--- src/hw/node_cfg_pkg.sv ---
package node_cfg_pkg;

	// clock and time base
	localparam int unsigned CLK_KHZ = 40000;
	localparam int unsigned BLINK_ON_MS = 250;
	localparam int unsigned BLINK_OFF_MS = 250;
	localparam int unsigned DIGIT_GAP_MS = 750;
	localparam int unsigned CODE_SEP_MS = 2500;
	localparam int unsigned FAST_FLASH_MS = 100;
	localparam int unsigned ACT_FLASH_MS = 50;
	localparam int unsigned BLINK_ON_CYC = BLINK_ON_MS * CLK_KHZ;
	localparam int unsigned BLINK_OFF_CYC = BLINK_OFF_MS * CLK_KHZ;
	localparam int unsigned DIGIT_GAP_CYC = DIGIT_GAP_MS * CLK_KHZ;
	localparam int unsigned CODE_SEP_CYC = CODE_SEP_MS * CLK_KHZ;
	localparam int unsigned FAST_FLASH_CYC = FAST_FLASH_MS * CLK_KHZ;
	localparam int unsigned ACT_FLASH_CYC = ACT_FLASH_MS * CLK_KHZ;

	// node address ranges
	localparam logic [7:0] ADDR_MIN = 8'h01;
	localparam logic [7:0] ADDR_MAX = 8'hef;
	localparam logic [7:0] ADDR_TWO_STOP = 8'h20;
	localparam logic [3:0] SPECIAL_UPPER = 4'hf;
	localparam logic [3:0] FUNC_RESTORE = 4'hf;
	localparam logic [3:0] FUNC_APP_A = 4'he;
	localparam logic [3:0] FUNC_STD = 4'hd;

	// factory defaults and limits
	localparam logic [16:0] BAUD_DEFAULT = 17'h02580;
	localparam logic [16:0] BAUD_MAX = 17'h1c200;
	localparam logic [31:0] IP_DEFAULT = 32'hc0a80064;
	localparam logic [31:0] MASK_DEFAULT = 32'hffffff00;
	localparam logic [31:0] GATEWAY_DEFAULT = 32'h00000000;

	// application modes
	typedef enum logic [1:0] {
		APP_STD = 2'h0,
		APP_A = 2'h1,
		APP_CUSTOM = 2'h3
	} app_mode_e;

	// health code digits
	localparam logic [2:0] DIGIT_ERR1 = 3'h1;
	localparam logic [2:0] DIGIT_ERR2 = 3'h1;
	localparam logic [2:0] DIGIT_APP1 = 3'h4;
	localparam logic [2:0] DIGIT_A2 = 3'h1;
	localparam logic [2:0] DIGIT_STD2 = 3'h2;
	localparam logic [2:0] DIGIT_CUSTOM2 = 3'h3;

	// health led sequencer, gray along the code path
	typedef enum logic [2:0] {
		ST_SEP = 3'h0,
		ST_ON = 3'h1,
		ST_OFF = 3'h3,
		ST_GAP = 3'h5,
		ST_FAST_ON = 3'h6,
		ST_FAST_OFF = 3'h7
	} health_state_e;

endpackage

--- src/hw/interval_timer.sv ---
`timescale 1ns/100ps
`default_nettype none
module interval_timer
(
	// clock and reset
	input wire logic clock,
	input wire logic resetn,
	// control
	input wire logic start,
	input wire logic [31:0] length,
	// status
	output logic expired
);

	logic [31:0] count_r;
	logic running_r;
	logic expired_r;

	assign expired = expired_r;

	always_ff @(posedge clock or negedge resetn)
	begin
		if (!resetn)
		begin
			count_r <= 32'h00000000;
			running_r <= 1'b0;
			expired_r <= 1'b0;
		end
		else
		begin
			expired_r <= 1'b0;
			if (start)
			begin
				// expired lands exactly length cycles after start for any nonzero length
				count_r <= (length > 32'h00000001) ? length - 32'h00000002 : 32'h00000000;
				running_r <= (length > 32'h00000001);
				expired_r <= (length <= 32'h00000001);
			end
			else if (running_r)
			begin
				if (count_r == 32'h00000000)
				begin
					running_r <= 1'b0;
					expired_r <= 1'b1;
				end
				else
				begin
					count_r <= count_r - 32'h00000001;
				end
			end
		end
	end

endmodule
`default_nettype wire

--- src/hw/node_config_and_status_led.sv ---
// How it works
// - switch bank read as binary address, switch one is the low bit
// - addresses 1 to 239 flagged valid for serial and CAN
// - codes 240 to 255 are never valid node addresses
// - special mode only when switches five to eight closed at power-up
// - special mode with one to four closed restores baud and network settings
// - special mode, switch one open, two to four closed: application A
// - special mode, switch two open, others closed: standard application
// - one stop bit for addresses 1 to 31, two for 32 to 239
// - default baud 9600, writes above 115200 are refused
// - default network: 192.168.0.100, 255.255.255.0, gateway 0.0.0.0
// - standard application unless something else is selected
// - health led shows two digit blink codes for each mode
// - each blink is quarter second on, quarter second off
// - three quarter second off between the two digits
// - two and a half second pause between code repetitions
// - bootloader: health led flashes 100 ms on, 100 ms off
// - ethernet activity led flashes on traffic, link led steady on link
// - one speed led for 100 Mbit, another for 10 Mbit
// - CAN led lit while transmitting or receiving
`timescale 1ns/100ps
`default_nettype none
module node_config_and_status_led
	import node_cfg_pkg::*;
#(
	parameter logic [31:0] BLINK_ON_LEN = BLINK_ON_CYC,
	parameter logic [31:0] BLINK_OFF_LEN = BLINK_OFF_CYC,
	parameter logic [31:0] DIGIT_GAP_LEN = DIGIT_GAP_CYC,
	parameter logic [31:0] CODE_SEP_LEN = CODE_SEP_CYC,
	parameter logic [31:0] FAST_FLASH_LEN = FAST_FLASH_CYC,
	parameter logic [31:0] ACT_FLASH_LEN = ACT_FLASH_CYC
)
(
	// clock and reset
	input wire logic clock,
	input wire logic resetn,
	// configuration switches, closed reads as one
	input wire logic [7:0] node_address_switches,
	input wire logic can_termination_switch,
	input wire logic serial_termination_switch,
	// firmware settings
	input wire logic baud_wr,
	input wire logic [16:0] baud_value,
	input wire logic net_wr,
	input wire logic [31:0] ip_value,
	input wire logic [31:0] mask_value,
	input wire logic [31:0] gateway_value,
	input wire logic custom_app_req,
	// firmware status
	input wire logic startup_error,
	input wire logic bootloader_mode,
	// network port status
	input wire logic [1:0] eth_activity,
	input wire logic [1:0] eth_link_up,
	input wire logic [1:0] eth_speed_100,
	input wire logic can_tx_active,
	input wire logic can_rx_active,
	// configuration results
	output logic [7:0] node_address,
	output logic address_valid,
	output logic two_stop_bits,
	output logic config_ready,
	output logic restore_defaults,
	output logic [1:0] app_mode,
	output logic [16:0] baud_rate,
	output logic [31:0] ip_address,
	output logic [31:0] net_mask,
	output logic [31:0] gateway,
	output logic can_termination_en,
	output logic serial_termination_en,
	// indicators
	output logic health_indicator_led,
	output logic [1:0] eth_act_led,
	output logic [1:0] eth_link_led,
	output logic [1:0] eth_led_100,
	output logic [1:0] eth_led_10,
	output logic can_led
);

	function automatic logic is_valid_addr(input logic [7:0] a);
		is_valid_addr = (a >= ADDR_MIN) && (a <= ADDR_MAX);
	endfunction

	////////////////////////////////////////////////////////////////////////////////
	// power-up capture and function decode

	logic captured_r;
	logic evaluated_r;
	logic [7:0] node_address_r;
	logic address_valid_r;
	logic two_stop_bits_r;
	logic restore_r;
	logic can_term_r;
	logic serial_term_r;
	app_mode_e app_mode_r;
	app_mode_e app_mode_nxt;
	logic special_mode;
	logic [3:0] func_code;
	logic do_decode;

	assign special_mode = node_address_r[7:4] == SPECIAL_UPPER;
	assign func_code = node_address_r[3:0];
	assign do_decode = captured_r && !evaluated_r;

	always_comb
	begin
		app_mode_nxt = app_mode_r;
		if (do_decode && special_mode)
		begin
			if (func_code == FUNC_APP_A)
				app_mode_nxt = APP_A;
			else if (func_code == FUNC_STD)
				app_mode_nxt = APP_STD;
		end
		else if (custom_app_req)
		begin
			app_mode_nxt = APP_CUSTOM;
		end
	end

	always_ff @(posedge clock or negedge resetn)
	begin
		if (!resetn)
		begin
			captured_r <= 1'b0;
			evaluated_r <= 1'b0;
			node_address_r <= 8'h00;
			address_valid_r <= 1'b0;
			two_stop_bits_r <= 1'b0;
			restore_r <= 1'b0;
			can_term_r <= 1'b0;
			serial_term_r <= 1'b0;
			app_mode_r <= APP_STD;
		end
		else
		begin
			// straps caught once, first edge after release
			if (!captured_r)
			begin
				captured_r <= 1'b1;
				node_address_r <= node_address_switches;
				address_valid_r <= is_valid_addr(node_address_switches);
				two_stop_bits_r <= node_address_switches >= ADDR_TWO_STOP;
			end
			evaluated_r <= captured_r;
			restore_r <= do_decode && special_mode && func_code == FUNC_RESTORE;
			can_term_r <= can_termination_switch;
			serial_term_r <= serial_termination_switch;
			app_mode_r <= app_mode_nxt;
		end
	end

	////////////////////////////////////////////////////////////////////////////////
	// nonvolatile settings mirror

	logic [16:0] baud_r;
	logic [31:0] ip_r;
	logic [31:0] mask_r;
	logic [31:0] gateway_r;
	logic baud_ok;

	assign baud_ok = (baud_value != 17'h00000) && (baud_value <= BAUD_MAX);

	always_ff @(posedge clock or negedge resetn)
	begin
		if (!resetn)
		begin
			baud_r <= BAUD_DEFAULT;
			ip_r <= IP_DEFAULT;
			mask_r <= MASK_DEFAULT;
			gateway_r <= GATEWAY_DEFAULT;
		end
		else if (restore_r)
		begin
			// restore beats a firmware write in the same cycle
			baud_r <= BAUD_DEFAULT;
			ip_r <= IP_DEFAULT;
			mask_r <= MASK_DEFAULT;
			gateway_r <= GATEWAY_DEFAULT;
		end
		else
		begin
			if (baud_wr && baud_ok)
				baud_r <= baud_value;
			if (net_wr)
			begin
				ip_r <= ip_value;
				mask_r <= mask_value;
				gateway_r <= gateway_value;
			end
		end
	end

	////////////////////////////////////////////////////////////////////////////////
	// health led sequencer

	health_state_e state_r;
	health_state_e state_nxt;
	logic second_r;
	logic second_nxt;
	logic [2:0] blinks_r;
	logic [2:0] blinks_nxt;
	logic [2:0] digit2_r;
	logic [2:0] digit2_nxt;
	logic kick_r;
	logic tmr_expired;
	logic tmr_start;
	logic [31:0] tmr_length;
	logic [2:0] code_d1;
	logic [2:0] code_d2;
	logic health_led_r;

	assign code_d1 = startup_error ? DIGIT_ERR1 : DIGIT_APP1;
	assign code_d2 = startup_error ? DIGIT_ERR2 :
		(app_mode_r == APP_A) ? DIGIT_A2 :
		(app_mode_r == APP_CUSTOM) ? DIGIT_CUSTOM2 : DIGIT_STD2;

	always_comb
	begin
		state_nxt = state_r;
		second_nxt = second_r;
		blinks_nxt = blinks_r;
		digit2_nxt = digit2_r;
		if (bootloader_mode && state_r != ST_FAST_ON && state_r != ST_FAST_OFF)
		begin
			state_nxt = ST_FAST_ON;
		end
		else
		begin
			case (state_r)
			ST_SEP:
				if (tmr_expired)
				begin
					state_nxt = ST_ON;
					second_nxt = 1'b0;
					blinks_nxt = code_d1;
					digit2_nxt = code_d2;
				end
			ST_ON:
				if (tmr_expired)
				begin
					blinks_nxt = blinks_r - 3'h1;
					if (blinks_r > 3'h1)
						state_nxt = ST_OFF;
					else if (!second_r)
					begin
						state_nxt = ST_GAP;
						second_nxt = 1'b1;
						blinks_nxt = digit2_r;
					end
					else
						state_nxt = ST_SEP;
				end
			ST_OFF:
				if (tmr_expired)
					state_nxt = ST_ON;
			ST_GAP:
				if (tmr_expired)
					state_nxt = ST_ON;
			ST_FAST_ON:
				if (!bootloader_mode)
					state_nxt = ST_SEP;
				else if (tmr_expired)
					state_nxt = ST_FAST_OFF;
			ST_FAST_OFF:
				if (!bootloader_mode)
					state_nxt = ST_SEP;
				else if (tmr_expired)
					state_nxt = ST_FAST_ON;
			default:
				state_nxt = ST_SEP;
			endcase
		end
	end

	// every state entry restarts the timer with that state's length
	assign tmr_start = kick_r || (state_nxt != state_r);
	assign tmr_length = (state_nxt == ST_ON) ? BLINK_ON_LEN :
		(state_nxt == ST_OFF) ? BLINK_OFF_LEN :
		(state_nxt == ST_GAP) ? DIGIT_GAP_LEN :
		(state_nxt == ST_SEP) ? CODE_SEP_LEN : FAST_FLASH_LEN;

	interval_timer u_timer
	(
		.clock(clock),
		.resetn(resetn),
		.start(tmr_start),
		.length(tmr_length),
		.expired(tmr_expired)
	);

	always_ff @(posedge clock or negedge resetn)
	begin
		if (!resetn)
		begin
			state_r <= ST_SEP;
			second_r <= 1'b0;
			blinks_r <= 3'h0;
			digit2_r <= 3'h0;
			kick_r <= 1'b1;
			health_led_r <= 1'b0;
		end
		else
		begin
			state_r <= state_nxt;
			second_r <= second_nxt;
			blinks_r <= blinks_nxt;
			digit2_r <= digit2_nxt;
			kick_r <= 1'b0;
			health_led_r <= (state_nxt == ST_ON) || (state_nxt == ST_FAST_ON);
		end
	end

	////////////////////////////////////////////////////////////////////////////////
	// port indicators

	logic [31:0] flash_cnt_r;
	logic flash_phase_r;
	logic [1:0] act_led_r;
	logic [1:0] link_led_r;
	logic [1:0] led100_r;
	logic [1:0] led10_r;
	logic can_led_r;

	always_ff @(posedge clock or negedge resetn)
	begin
		if (!resetn)
		begin
			flash_cnt_r <= 32'h00000000;
			flash_phase_r <= 1'b0;
			act_led_r <= 2'h0;
			link_led_r <= 2'h0;
			led100_r <= 2'h0;
			led10_r <= 2'h0;
			can_led_r <= 1'b0;
		end
		else
		begin
			// shared flash base keeps both ports blinking in step
			if (flash_cnt_r >= ACT_FLASH_LEN - 32'h00000001)
			begin
				flash_cnt_r <= 32'h00000000;
				flash_phase_r <= !flash_phase_r;
			end
			else
			begin
				flash_cnt_r <= flash_cnt_r + 32'h00000001;
			end
			act_led_r <= eth_activity & {2{flash_phase_r}};
			link_led_r <= eth_link_up;
			led100_r <= eth_link_up & eth_speed_100;
			led10_r <= eth_link_up & ~eth_speed_100;
			can_led_r <= can_tx_active || can_rx_active;
		end
	end

	////////////////////////////////////////////////////////////////////////////////
	// outputs

	assign node_address = node_address_r;
	assign address_valid = address_valid_r;
	assign two_stop_bits = two_stop_bits_r;
	assign config_ready = evaluated_r;
	assign restore_defaults = restore_r;
	assign app_mode = app_mode_r;
	assign baud_rate = baud_r;
	assign ip_address = ip_r;
	assign net_mask = mask_r;
	assign gateway = gateway_r;
	assign can_termination_en = can_term_r;
	assign serial_termination_en = serial_term_r;
	assign health_indicator_led = health_led_r;
	assign eth_act_led = act_led_r;
	assign eth_link_led = link_led_r;
	assign eth_led_100 = led100_r;
	assign eth_led_10 = led10_r;
	assign can_led = can_led_r;

	////////////////////////////////////////////////////////////////////////////////
	// checks

	property p_latch_stable;
		@(posedge clock) disable iff (!resetn)
		captured_r |=> $stable(node_address_r);
	endproperty
	a_latch_stable: assert property (p_latch_stable) else $error("address changed after latch");

	property p_valid_range;
		@(posedge clock) disable iff (!resetn)
		captured_r |-> address_valid_r == is_valid_addr(node_address_r);
	endproperty
	a_valid_range: assert property (p_valid_range) else $error("address valid flag wrong");

	property p_reserved;
		@(posedge clock) disable iff (!resetn)
		(captured_r && node_address_r >= 8'hf0) |-> !address_valid_r;
	endproperty
	a_reserved: assert property (p_reserved) else $error("reserved code taken as address");

	property p_stop_bits;
		@(posedge clock) disable iff (!resetn)
		(captured_r && address_valid_r) |-> two_stop_bits_r == (node_address_r > 8'h1f);
	endproperty
	a_stop_bits: assert property (p_stop_bits) else $error("stop bit count wrong");

	property p_restore_once;
		@(posedge clock) disable iff (!resetn)
		restore_r |-> special_mode ##1 !restore_r [*3];
	endproperty
	a_restore_once: assert property (p_restore_once) else $error("restore not a single pulse");

	property p_restore_values;
		@(posedge clock) disable iff (!resetn)
		restore_r |=> baud_r == BAUD_DEFAULT && ip_r == IP_DEFAULT && mask_r == MASK_DEFAULT
			&& gateway_r == GATEWAY_DEFAULT;
	endproperty
	a_restore_values: assert property (p_restore_values) else $error("defaults not restored");

	property p_baud_limit;
		@(posedge clock) disable iff (!resetn)
		baud_r <= BAUD_MAX && baud_r != 17'h00000;
	endproperty
	a_baud_limit: assert property (p_baud_limit) else $error("baud out of range");

	property p_app_a;
		@(posedge clock) disable iff (!resetn)
		(do_decode && special_mode && func_code == FUNC_APP_A) |=> app_mode_r == APP_A;
	endproperty
	a_app_a: assert property (p_app_a) else $error("application A not selected");

	property p_boot_flash;
		@(posedge clock) disable iff (!resetn)
		bootloader_mode [*2] |-> (state_r == ST_FAST_ON || state_r == ST_FAST_OFF);
	endproperty
	a_boot_flash: assert property (p_boot_flash) else $error("no fast flash in bootloader");

	property p_can_led;
		@(posedge clock) disable iff (!resetn)
		##1 can_led_r == $past(can_tx_active || can_rx_active);
	endproperty
	a_can_led: assert property (p_can_led) else $error("can led mismatch");

	property p_speed_leds;
		@(posedge clock) disable iff (!resetn)
		((led100_r & led10_r) == 2'h0) && ((led100_r | led10_r) == link_led_r);
	endproperty
	a_speed_leds: assert property (p_speed_leds) else $error("speed leds inconsistent");

	property p_led_state;
		@(posedge clock) disable iff (!resetn)
		health_led_r |-> (state_r == ST_ON || state_r == ST_FAST_ON);
	endproperty
	a_led_state: assert property (p_led_state) else $error("health led lit off-phase");

endmodule
`default_nettype wire

--- config.mk ---
export PLATFORM = sky130hd
export DESIGN_NAME = node_config_and_status_led
export DESIGN_NICKNAME = d
export VERILOG_FILES = /design/src/hw/node_cfg_pkg.sv /design/src/hw/interval_timer.sv /design/src/hw/node_config_and_status_led.sv
export SDC_FILE = /design/constraint.sdc
export NUM_CORES = 1
export LEC_CHECK = 0
export ABC_AREA = 0
export BUFFER_PORTS_ARGS = -buffer_cell sky130_fd_sc_hd__buf_4
export CORE_ASPECT_RATIO = 1.25
export CORE_MARGIN = 4
export CORE_UTILIZATION = 58
export CTS_CLUSTER_SIZE = 25
export DETAILED_ROUTE_END_ITERATION = 10
export GPL_ROUTABILITY_DRIVEN = 0
export HOLD_SLACK_MARGIN = 0.03
export PLACE_DENSITY_LB_ADDON = 0.3
export SLEW_MARGIN = 20
export SYNTH_ARGS = -nofsm -noshare
export SYNTH_HDL_FRONTEND = slang
export SYNTH_HIERARCHICAL = 1
export SYNTH_SLANG_ARGS = --single-unit
--- constraint.sdc ---
create_clock -name clock -period 9.85 [get_ports clock]
set_input_delay 1.97 -clock clock [delete_from_list [all_inputs] [get_ports clock]]
set_output_delay 1.97 -clock clock [all_outputs]
set_load 0.02 [all_outputs]
==> flow_metrics.tcl, run 1 <==
set metrics [dict create \
    wl_met1_mm 11.0 \
    grt_first_pass_wirelength_mm 47.1 \
    critPathMostFrequentCell "buf_4" \
    die_h_um 159 \
    synth_top_family_by_area "simple AND/OR/NAND/NOR gates" \
    start_kind "primary input" \
    wl_met2_mm 14.7 \
    synth-warning-count 6 \
    clock_sinks 217 \
    skew_ps 9.76 \
    dp_hpwl_mm 21.0 \
    ys_types 75 \
    async_flop_share_pct 100 \
    hold_class "reg2reg" \
    overflow 0 \
    finalCritPeriodShare_pct 55.2 \
    syn_inst 1029 \
    end_kind "flip-flop" \
    die_area_sq_um 20500 \
    root_buffer "clkbuf_16" \
    worstMarginPinSlew_ps 1070 \
    antenna_found_initial 0 \
    clock_path_buffers 3 \
    rows 55 \
    drt_wl_total_mm 29.6 \
    core_sq_um 18000 \
    clk_latency_ps 500 \
    ios 277 \
    netlist_area_sq_um 10600 \
    critical-path-slowest-cell "o31ai_4" \
    routed_via_density 5.68 \
    dpl_cell_area_sq_um 13000 \
    synth_seq_cells 217 \
    p_leak_uw 0.00646 \
    met3_length_mm 2.67 \
    drive_gt1_share_pct 29.0 \
    crit_chain "buf_4 > nand2_1 > a21oi_1 > a22oi_1 > a211o_1 > o31a_1 > nor4_1 > nand4b_1 > o31ai_4 > buf_4 > nor2_1 > o21a_1 > o22a_1" \
    final_cell_mix "282 x buf_4, 179 x dfrtp_1, 163 x nor2_1" \
    status "complete, no violations" \
    cp_top_family "compound AO/OA/AOI/OAI gates" \
    numCtsBuffers 22 \
    vdd_ir_drop_max_v 0.000145 \
    cts_setup_buffers 0 \
    relSlewSlack_pct 29.0 \
    vias 8997 \
    drtIter0Drc 701 \
    grt_start_max_net_pins 106 \
    drv_cap 0 \
    firstDrtPassIters 5 \
    cts_tree "yes" \
    n_antenna_cell 0 \
    min_period_ps 5440 \
    postSynthAreaPerCell_sq_um 10.3 \
    hold_buffers 0 \
    area_growth_pct 29.6 \
    final-setup-viol-count 0 \
    synth_xor_area_share_pct 4.46 \
    top_layer "met4" \
    rsz0062_at_grt "no" \
    cp_slowest_stage_delay_ps 720 \
    die_w_um 129 \
    crit_required_ps 10240 \
    grt_use_total_pct 28.3 \
    critPathArrivalTime_ps 5830 \
    detail-route-antenna-nets 0 \
    hold_viol 0 \
    drcViolationCount 0 \
    fmax_ghz 0.184 \
    synthFlopType "dfrtp_1" \
    yosys.area_share.adder_pct 0.589 \
    first_global_vias 8879 \
    start_util_pct 58.9 \
    critPathKind "in2reg" \
    final_common_cell "buf_4" \
    yosys.area_share.simple_pct 19.8 \
    portBuffers 276 \
    synth-compound-area-share_pct 11.6 \
    wire_per_inst_um 18.7 \
    muxShareOfSynthArea_pct 8.72 \
    cp_num_buf_inv 2 \
    htree_levels 1 \
    fin_nets 1484 \
    cp_max_fo 18 \
    ys_seq_area_share_pct 51.6 \
    clk_pin_slew_worst_paths_ps 60 \
    cts_resized 0 \
    slew_viol_final 0 \
    pwr_density_cell_nw_per_um2 164 \
    synth_edf_count 0 \
    finalSetupTns_ps 0 \
    final_area_sq_um 13800 \
]
[worst reg2reg max path, delay by kind of cell (launching register included)]
family	cells	cell delay [ps]
DFF	1	500
AOI/OAI and AO/OA	7	2350
buffers and inverters	1	340
and+or+nand+nor	4	1250
[synthesized netlist by cell type, drive strengths merged, types with 3 or more instances]
master / n / share of area [%]
or2: 4 / 0.24
dfstp: 37 / 9.2
xor2: 27 / 2.2
a21o: 4 / 0.28
nor3: 34 / 1.7
nand4b: 3 / 0.25
nand2b: 26 / 1.5
buf: 17 / 0.99
or4: 9 / 0.67
mux2i: 79 / 7.4
a211o: 34 / 2.8
and3: 8 / 0.47
o21a: 8 / 0.57
clkbuf: 34 / 1.2
nor3b: 8 / 0.57
o31ai: 3 / 0.26
nand3: 26 / 1.2
o21ai: 28 / 1.4
and2: 6 / 0.35
nor4: 24 / 1.8
dfrtp: 180 / 42
ha: 5 / 0.59
nor2: 163 / 5.8
or3: 7 / 0.41
o41ai: 3 / 0.25
a21oi: 30 / 1.5
nand4: 12 / 0.71
xnor2: 27 / 2.2
o221a: 7 / 0.74
a31oi: 13 / 0.83
o22ai: 8 / 0.47
o32ai: 4 / 0.40
nor2b: 39 / 2.3
o22a: 3 / 0.25
inv: 25 / 0.88
a211oi: 3 / 0.21
mux2: 12 / 1.3
nand2: 43 / 1.6
[state kept, by name, indices dropped and copies added (netlist names), 8 cells and up]
signal	count
net_mask	32
u_timer/count_r	32
flash_cnt_r	32
node_address	8
gateway	32
ip_address	32
baud_rate	17
[final timing paths]
check	from	to	slack, ps	depth (start not counted)
setup / recovery	bootloader_mode	u_timer/count_r[10]$_DFFE_PN0P_	4410	13
hold / removal	flash_cnt_r[0]$_DFF_PN0_	flash_cnt_r[0]$_DFF_PN0_	490	1
setup reg to reg	u_timer/expired$_DFF_PN0_	u_timer/count_r[10]$_DFFE_PN0P_	5290	12
hold reg to reg	flash_cnt_r[0]$_DFF_PN0_	flash_cnt_r[0]$_DFF_PN0_	490	1
max in group asynchronous	resetn	gateway[7]$_DFFE_PN0P_	7030	2
min in group asynchronous	resetn	gateway[15]$_DFFE_PN0P_	1460	1
[stage by stage]
stage                     utilization, %  cells  hold slack, ps  setup slack, ps  total power, uW
after floorplan                        -   1085             393             4920             1240
after global placement              72.2   1545             469             4100             1420
after detailed placement            72.2   1545             480             4030             1430
after CTS                           76.3   1585             491             4520             2280
after global routing                76.3   1585             528             4090             2360
final                               76.3   1585             492             4410             2260
[logic make-up after synthesis]
logic type,Yosys count
simple gates,415
mux,91
buf+inv,77
xor+xnor,54
flops,217
fa+ha+maj,5
other cells,2
compound gates,168
[where the power goes]
group	leakage [uW]	total [uW]	switching, uW	internal [uW]
clock	0.000361	841	350	490
combinational	0.00354	398	220	177
sequential	0.00256	1020	50.9	971
total	0.00646	2260	621	1640
[area by class of cell]
cell class | instances | area, sq um
Clock buffer | 30 | 652
Clock inverter | 10 | 82.6
Fill cell | 1191 | 4270
Inverter | 26 | 97.6
Multi-Input combinational cell | 791 | 5030
Sequential cell | 217 | 5480
Tap cell | 228 | 285
Timing Repair Buffer | 283 | 2130
[metal layers]
layer | track usage [%] | up-vias
li1 | - | 4202
met1 | 35.3 | 4341
met2 | 47.1 | 377
met3 | 7.52 | 77
met4 | 10.6 | 0
met5 | 0 | -
Note: power is estimated with default switching activity, not from simulation.
==> run 2: changes to the inputs <==
--- a/config.mk
+++ b/config.mk
@@ -5,11 +5,11 @@
 export SDC_FILE = /design/constraint.sdc
 export NUM_CORES = 1
 export LEC_CHECK = 0
-export ABC_AREA = 0
+export ABC_AREA = 1
 export BUFFER_PORTS_ARGS = -buffer_cell sky130_fd_sc_hd__buf_4
 export CORE_ASPECT_RATIO = 1.25
 export CORE_MARGIN = 4
-export CORE_UTILIZATION = 58
+export CORE_UTILIZATION = 49
 export CTS_CLUSTER_SIZE = 25
 export DETAILED_ROUTE_END_ITERATION = 10
 export GPL_ROUTABILITY_DRIVEN = 0
==> constraint.sdc (replaced) <==
create_clock -name clock -period 4.9 [get_ports clock]
set_input_delay 0.98 -clock clock [delete_from_list [all_inputs] [get_ports clock]]
set_output_delay 0.98 -clock clock [all_outputs]
set_load 0.02 [all_outputs]
==> flow_metrics.tcl, run 2 <==
set metrics [dict create \
    final_cell_mix "310 x nand2_1, 283 x buf_4, 180 x dfrtp_1" \
    yosysTopAreaCellShare_pct 40.2 \
    skew_ps 13.2 \
    min_period_ps 3490 \
    dpl_cell_area_sq_um 13600 \
    rsz0062_at_grt "no" \
    clk_latency_ps 510 \
    start_util_pct 50.1 \
    cts_resized 0 \
    place_ws_ps 916 \
    ios 277 \
    final-setup-viol-count 0 \
    drive_gt1_share_pct 27.3 \
    clock_sinks 217 \
    wire_per_inst_um 17.2 \
    grt_use_met3_pct 7.81 \
    top_usage_layer "met2" \
    end_kind "flip-flop" \
    antenna_found_initial 1 \
    finalSetupTns_ps 0 \
    yosys.area_share.simple_pct 30.2 \
    hold_class "reg2reg" \
    ys_seq_area_share_pct 48.8 \
    portBuffers 276 \
    p_leak_uw 0.00700 \
    synth_edf_count 0 \
    drv_cap 0 \
    area_growth_pct 28.3 \
    routed_via_density 5.28 \
    clkPwrFrac_pct 37.4 \
    cp_top_family "simple AND/OR/NAND/NOR gates" \
    cp_slowest_stage_delay_ps 520 \
    async_flop_share_pct 100 \
    rows 61 \
    die_area_sq_um 25400 \
    drtIter0Drc 632 \
    synth_top_family_by_area "simple AND/OR/NAND/NOR gates" \
    synth_xor_area_share_pct 3.36 \
    cts_setup_buffers 0 \
    detail-route-antenna-nets 0 \
    drt_wl_total_mm 33.2 \
    finalCritPeriodShare_pct 71.2 \
    cp_num_buf_inv 3 \
    numCtsBuffers 23 \
    grt_start_max_net_pins 113 \
    vias 10200 \
    synthFlopType "dfrtp_1" \
    ys_top_cells_by_area "dfrtp_1 40%, nand2_1 10%, dfstp_2 8.7%" \
    grt_use_total_pct 26.0 \
    drcViolationCount 0 \
    htree_levels 1 \
    synth_seq_cells 217 \
    fmax_ghz 0.286 \
    final_common_cell "nand2_1" \
    hold_buffers 0 \
    grt_use_met1_pct 30.7 \
    relSlewSlack_pct 29.9 \
    crit_required_ps 5350 \
    firstDrtPassIters 5 \
    cts_tree "yes" \
    syn_inst 1313 \
    synth-compound-area-share_pct 10.8 \
    first_global_vias 10200 \
    reg2regPathDepth 17 \
    combPwrFrac_pct 17.3 \
    die_h_um 177 \
    start_kind "primary input" \
    hold_depth 1 \
    hold_viol 0 \
    synth.largest_area_cell "dfrtp_1" \
    die_w_um 143 \
    synthTopCellsByCount "310 x nand2_1, 180 x dfrtp_1, 171 x nor2_1, 113 x nand3_1, 100 x inv_1" \
    crit_chain "buf_4 > inv_1 > nor2_1 > nand3_1 > nand3_1 > nand2_2 > inv_2 > nor2_1 > nor2_1 > nand2_1 > nor2_4 > nand2_1 > nor2_2 > nor2_4 > nand3_1 > nand2_1 > nand2_1 > nand2_1" \
    clk_pin_slew_worst_paths_ps 60 \
    synth_most_common_cell "nand2_1" \
    pwr_density_cell_nw_per_um2 317 \
    p_int_uw 3260 \
    root_buffer "clkbuf_16" \
    yosys.area_share.adder_pct 0.558 \
    vdd_ir_drop_max_v 0.000314 \
    postSynthAreaPerCell_sq_um 8.54 \
    critPathKind "in2reg" \
    ys_types 47 \
    final_area_sq_um 14400 \
    critPathArrivalTime_ps 3940 \
    dp_hpwl_mm 25.0 \
    netlist_area_sq_um 11200 \
    status "complete, no violations" \
    synth-warning-count 6 \
    critPathMostFrequentCell "nand2_1" \
    grt_first_pass_wirelength_mm 52.9 \
    fin_nets 1772 \
    slew_viol_final 0 \
    cp_max_fo 18 \
    swShare_pct 28.3 \
    muxShareOfSynthArea_pct 0.100 \
    clock_path_buffers 3 \
    core_sq_um 22400 \
    seqPwrFrac_pct 45.3 \
    worst-path-stages 18 \
    overflow 0 \
    critical-path-slowest-cell "nor2_1" \
    switchingPower_uw 1290 \
    globalRouteMet2Util_pct 44.6 \
    finalWorstSetupSlack_ps 1410 \
    worstMarginPinSlew_ps 1050 \
]
## run 2: cell count changes after synthesis, sizes merged, moves of 50 or more
cell and change:
a22o +64, mux2i -79, nand3 +93, inv +80, nand2 +293, nor2 +50
## run 2: per-layer routing
metal  part of all wire (%)  up-vias
met3                    9.0       88
met1                     37     4825
li1                       -     4902
met4                    4.4        0
met2                     50      370
met5                      0        -
## run 2: power by group through the flow
stage / Sequential (uW) / Clock (uW) / Combinational (uW)
floorplan: 2190 / 0 / 298
global placement: 2080 / 0 / 778
detailed placement: 2080 / 0 / 794
CTS: 2060 / 1740 / 793
global route: 2080 / 1810 / 859
finish: 2060 / 1700 / 790
## run 2: path summary, 6_finish.rpt
| path | from | to | slack [ps] |
|---|---|---|---|
| worst max-delay path | bootloader_mode | u_timer/count_r[19]$_DFFE_PN0P_ | 1410 |
| worst min-delay path | flash_cnt_r[0]$_DFF_PN0_ | flash_cnt_r[0]$_DFF_PN0_ | 490 |
| worst max register to register | blinks_r[2]$_DFFE_PN0P_ | u_timer/count_r[19]$_DFFE_PN0P_ | 1540 |
| worst min register to register | flash_cnt_r[0]$_DFF_PN0_ | flash_cnt_r[0]$_DFF_PN0_ | 490 |
| max in group asynchronous | resetn | ip_address[18]$_DFFE_PN0P_ | 3370 |
| min in group asynchronous | resetn | flash_cnt_r[13]$_DFF_PN0_ | 570 |
## run 2: logic make-up after synthesis
family | after synthesis
buf+inv | 151
xor+xnor | 43
simple gates | 733
fa+ha+maj | 5
flops | 217
mux | 1
other cells | 2
compound gates | 161
## run 2: metrics by stage
step | utilization, % | instances | hold WS (ps) | power [uW]
floorplan | - | 1364 | 393 | 2480
global placement | 61.0 | 1887 | 469 | 2860
detailed placement | 61.0 | 1887 | 476 | 2880
CTS | 64.3 | 1929 | 489 | 4590
global route | 64.4 | 1930 | 514 | 4750
finish | 64.4 | 1930 | 486 | 4560
## run 2: cell type report
class	count	area [sq um]
clock buffer	31	646
multi-input combinational	996	5260
clock inverter	11	95.1
fill	1903	7970
inverter	106	398
sequential	217	5480
antenna	1	2.50
tap	283	354
timing repair buffer	285	2160
## run 2: worst register-to-register path: stages (launching register included)
cell and delay [ps]:
dfrtp_1 420, nor2_2 200, nand2_1 90, o21ai_0 230, nand3_1 220, nand2_2 220
inv_2 120, nor2_1 520, nor2_1 140, nand2_1 160, nor2_4 70, nand2_1 70
nor2_2 50, nor2_4 410, nand3_1 160, nand2_1 100, nand2_1 50, nand2_1 60
==> run 3: changes to the inputs <==
--- a/config.mk
+++ b/config.mk
@@ -9,7 +9,7 @@
 export BUFFER_PORTS_ARGS = -buffer_cell sky130_fd_sc_hd__buf_4
 export CORE_ASPECT_RATIO = 1.25
 export CORE_MARGIN = 4
-export CORE_UTILIZATION = 49
+export CORE_UTILIZATION = 54
 export CTS_CLUSTER_SIZE = 25
 export DETAILED_ROUTE_END_ITERATION = 10
 export GPL_ROUTABILITY_DRIVEN = 0
==> constraint.sdc (replaced) <==
create_clock -name clock -period 3.5 [get_ports clock]
set_input_delay 0.7 -clock clock [delete_from_list [all_inputs] [get_ports clock]]
set_output_delay 0.7 -clock clock [all_outputs]
set_load 0.02 [all_outputs]
==> flow_metrics.tcl, run 3 (synthesized netlist as in run 2, its figures left out) <==
set metrics [dict create \
    drcViolationCount 0 \
    clock_sinks 217 \
    area_growth_pct 28.9 \
    reg2reg_from "blinks_r[2]$_DFFE_PN0P_" \
    numCtsBuffers 23 \
    wire_per_inst_um 17.2 \
    p_leak_uw 0.00703 \
    core_sq_um 20200 \
    htree_levels 1 \
    vias 10300 \
    overflow 0 \
    start_util_pct 55.4 \
    clk_latency_ps 510 \
    die_w_um 137 \
    r2r_end "u_timer/count_r[5]$_DFFE_PN0P_" \
    fin_nets 1775 \
    grt_start_max_net_pins 95 \
    antenna_found_initial 0 \
    status "complete, no violations" \
    drt_wl_total_mm 32.9 \
    cp_max_fo 18 \
    worstMarginPinSlew_ps 1060 \
    min_period_ps 3170 \
    finalSetupTns_ps 0 \
    detail-route-antenna-nets 0 \
    grt_first_pass_wirelength_mm 53.6 \
    vdd_ir_drop_max_v 0.000455 \
    root_buffer "clkbuf_16" \
    hold_class "in2async" \
    rsz0062_at_grt "no" \
    cts_setup_buffers 0 \
    ios 277 \
    skew_ps 9.88 \
    portBuffers 276 \
    reg2regPathDepth 18 \
    die_h_um 169 \
    final_cell_mix "310 x nand2_1, 285 x buf_4, 180 x dfrtp_1" \
    drtIter0Drc 801 \
    fmax_ghz 0.316 \
    hold_viol 0 \
    worst-r2r-setup-slack_ps 330 \
    rows 58 \
    final-setup-viol-count 0 \
    finalCritPeriodShare_pct 90.5 \
    first_global_vias 10300 \
    drive_gt1_share_pct 27.5 \
    routed_via_density 5.34 \
    die_area_sq_um 23100 \
    slew_viol_final 0 \
    dpl_cell_area_sq_um 13700 \
    pwr_density_cell_nw_per_um2 453 \
    clk_pin_slew_worst_paths_ps 60 \
    final_common_cell "nand2_1" \
    end_kind "flip-flop" \
    cts_resized 0 \
    firstDrtPassIters 5 \
    n_antenna_cell 0 \
    relSlewSlack_pct 29.1 \
    crit_required_ps 3950 \
    cts_tree "yes" \
    final_area_sq_um 14500 \
    grt_use_total_pct 28.7 \
    start_kind "flip-flop" \
    drv_cap 0 \
    dp_hpwl_mm 24.3 \
    critPathKind "reg2reg" \
    hold_buffers 0 \
    critPathArrivalTime_ps 3620 \
    clock_path_buffers 3 \
]
run 3: area by class of cell:
class	instances	area, sq um
sequential	217	5480
tap	270	338
clock buffer	31	646
clock inverter	11	144
fill	1575	5790
timing repair buffer	288	2190
multi-input combinational	996	5260
inverter	106	398
run 3: through the flow:
step | utilization, % | total power, uW | setup slack (ps) | instances | hold WS (ps)
final | 71.4 | 6550 | 334 | 1919 | 190
after global routing | 71.4 | 6810 | 21.0 | 1919 | 234
after CTS | 71.4 | 6590 | 388 | 1919 | 218
after detailed placement | 67.5 | 4030 | 319 | 1877 | 472
after global placement | 67.5 | 4000 | 460 | 1877 | 468
after floorplan | - | 3480 | 507 | 1364 | 393
run 3: how the worst max path moves through the flow:
stage,start,to,slack [ps],depth (start not counted)
3_5_place_dp,bootloader_mode,u_timer/count_r[30]$_DFFE_PN0P_,320,19
5_1_grt,blinks_r[2]$_DFFE_PN0P_,u_timer/count_r[29]$_DFFE_PN0P_,20,18
6_report,blinks_r[2]$_DFFE_PN0P_,u_timer/count_r[5]$_DFFE_PN0P_,330,18
2_1_floorplan,bootloader_mode,u_timer/count_r[19]$_DFFE_PN0P_,510,19
3_3_place_gp,bootloader_mode,u_timer/count_r[28]$_DFFE_PN0P_,460,19
4_1_cts,blinks_r[2]$_DFFE_PN0P_,u_timer/count_r[5]$_DFFE_PN0P_,390,18
run 3: critical path, cell delays in order, from the launching register on:
cell     delay [ps]
dfrtp_1         410
nor2_2          180
nand2_1          80
o21ai_0         200
nand3_1         220
nand2_2         220
inv_2           110
nor2_1          340
buf_4           220
nor2_1           60
nand2_1         100
nor2_1           50
nand3_1          90
nor2_2           50
nor2_4          370
nand2_1         120
o21ai_0         120
nand2_1         100
nand2_1          70
run 3: routing by layer:
metal  share of wire [%]  vias up  global-route usage [%]  routed length, um
li1                    -     4903                       -                  -
met1                  37     4852                    34.2              12200
met2                  51      392                    49.4              16700
met3                 7.5      104                    6.87               2460
met4                 4.9        0                    12.7               1630
met5                   0        -                       0                  0
run 3: where the power goes:
part,total [uW],internal (uW),switching [uW],leakage (uW)
combinational,1120,475,649,0.00407
clock,2550,1520,1030,0.000376
sequential,2880,2720,157,0.00259
total,6550,4720,1830,0.00703
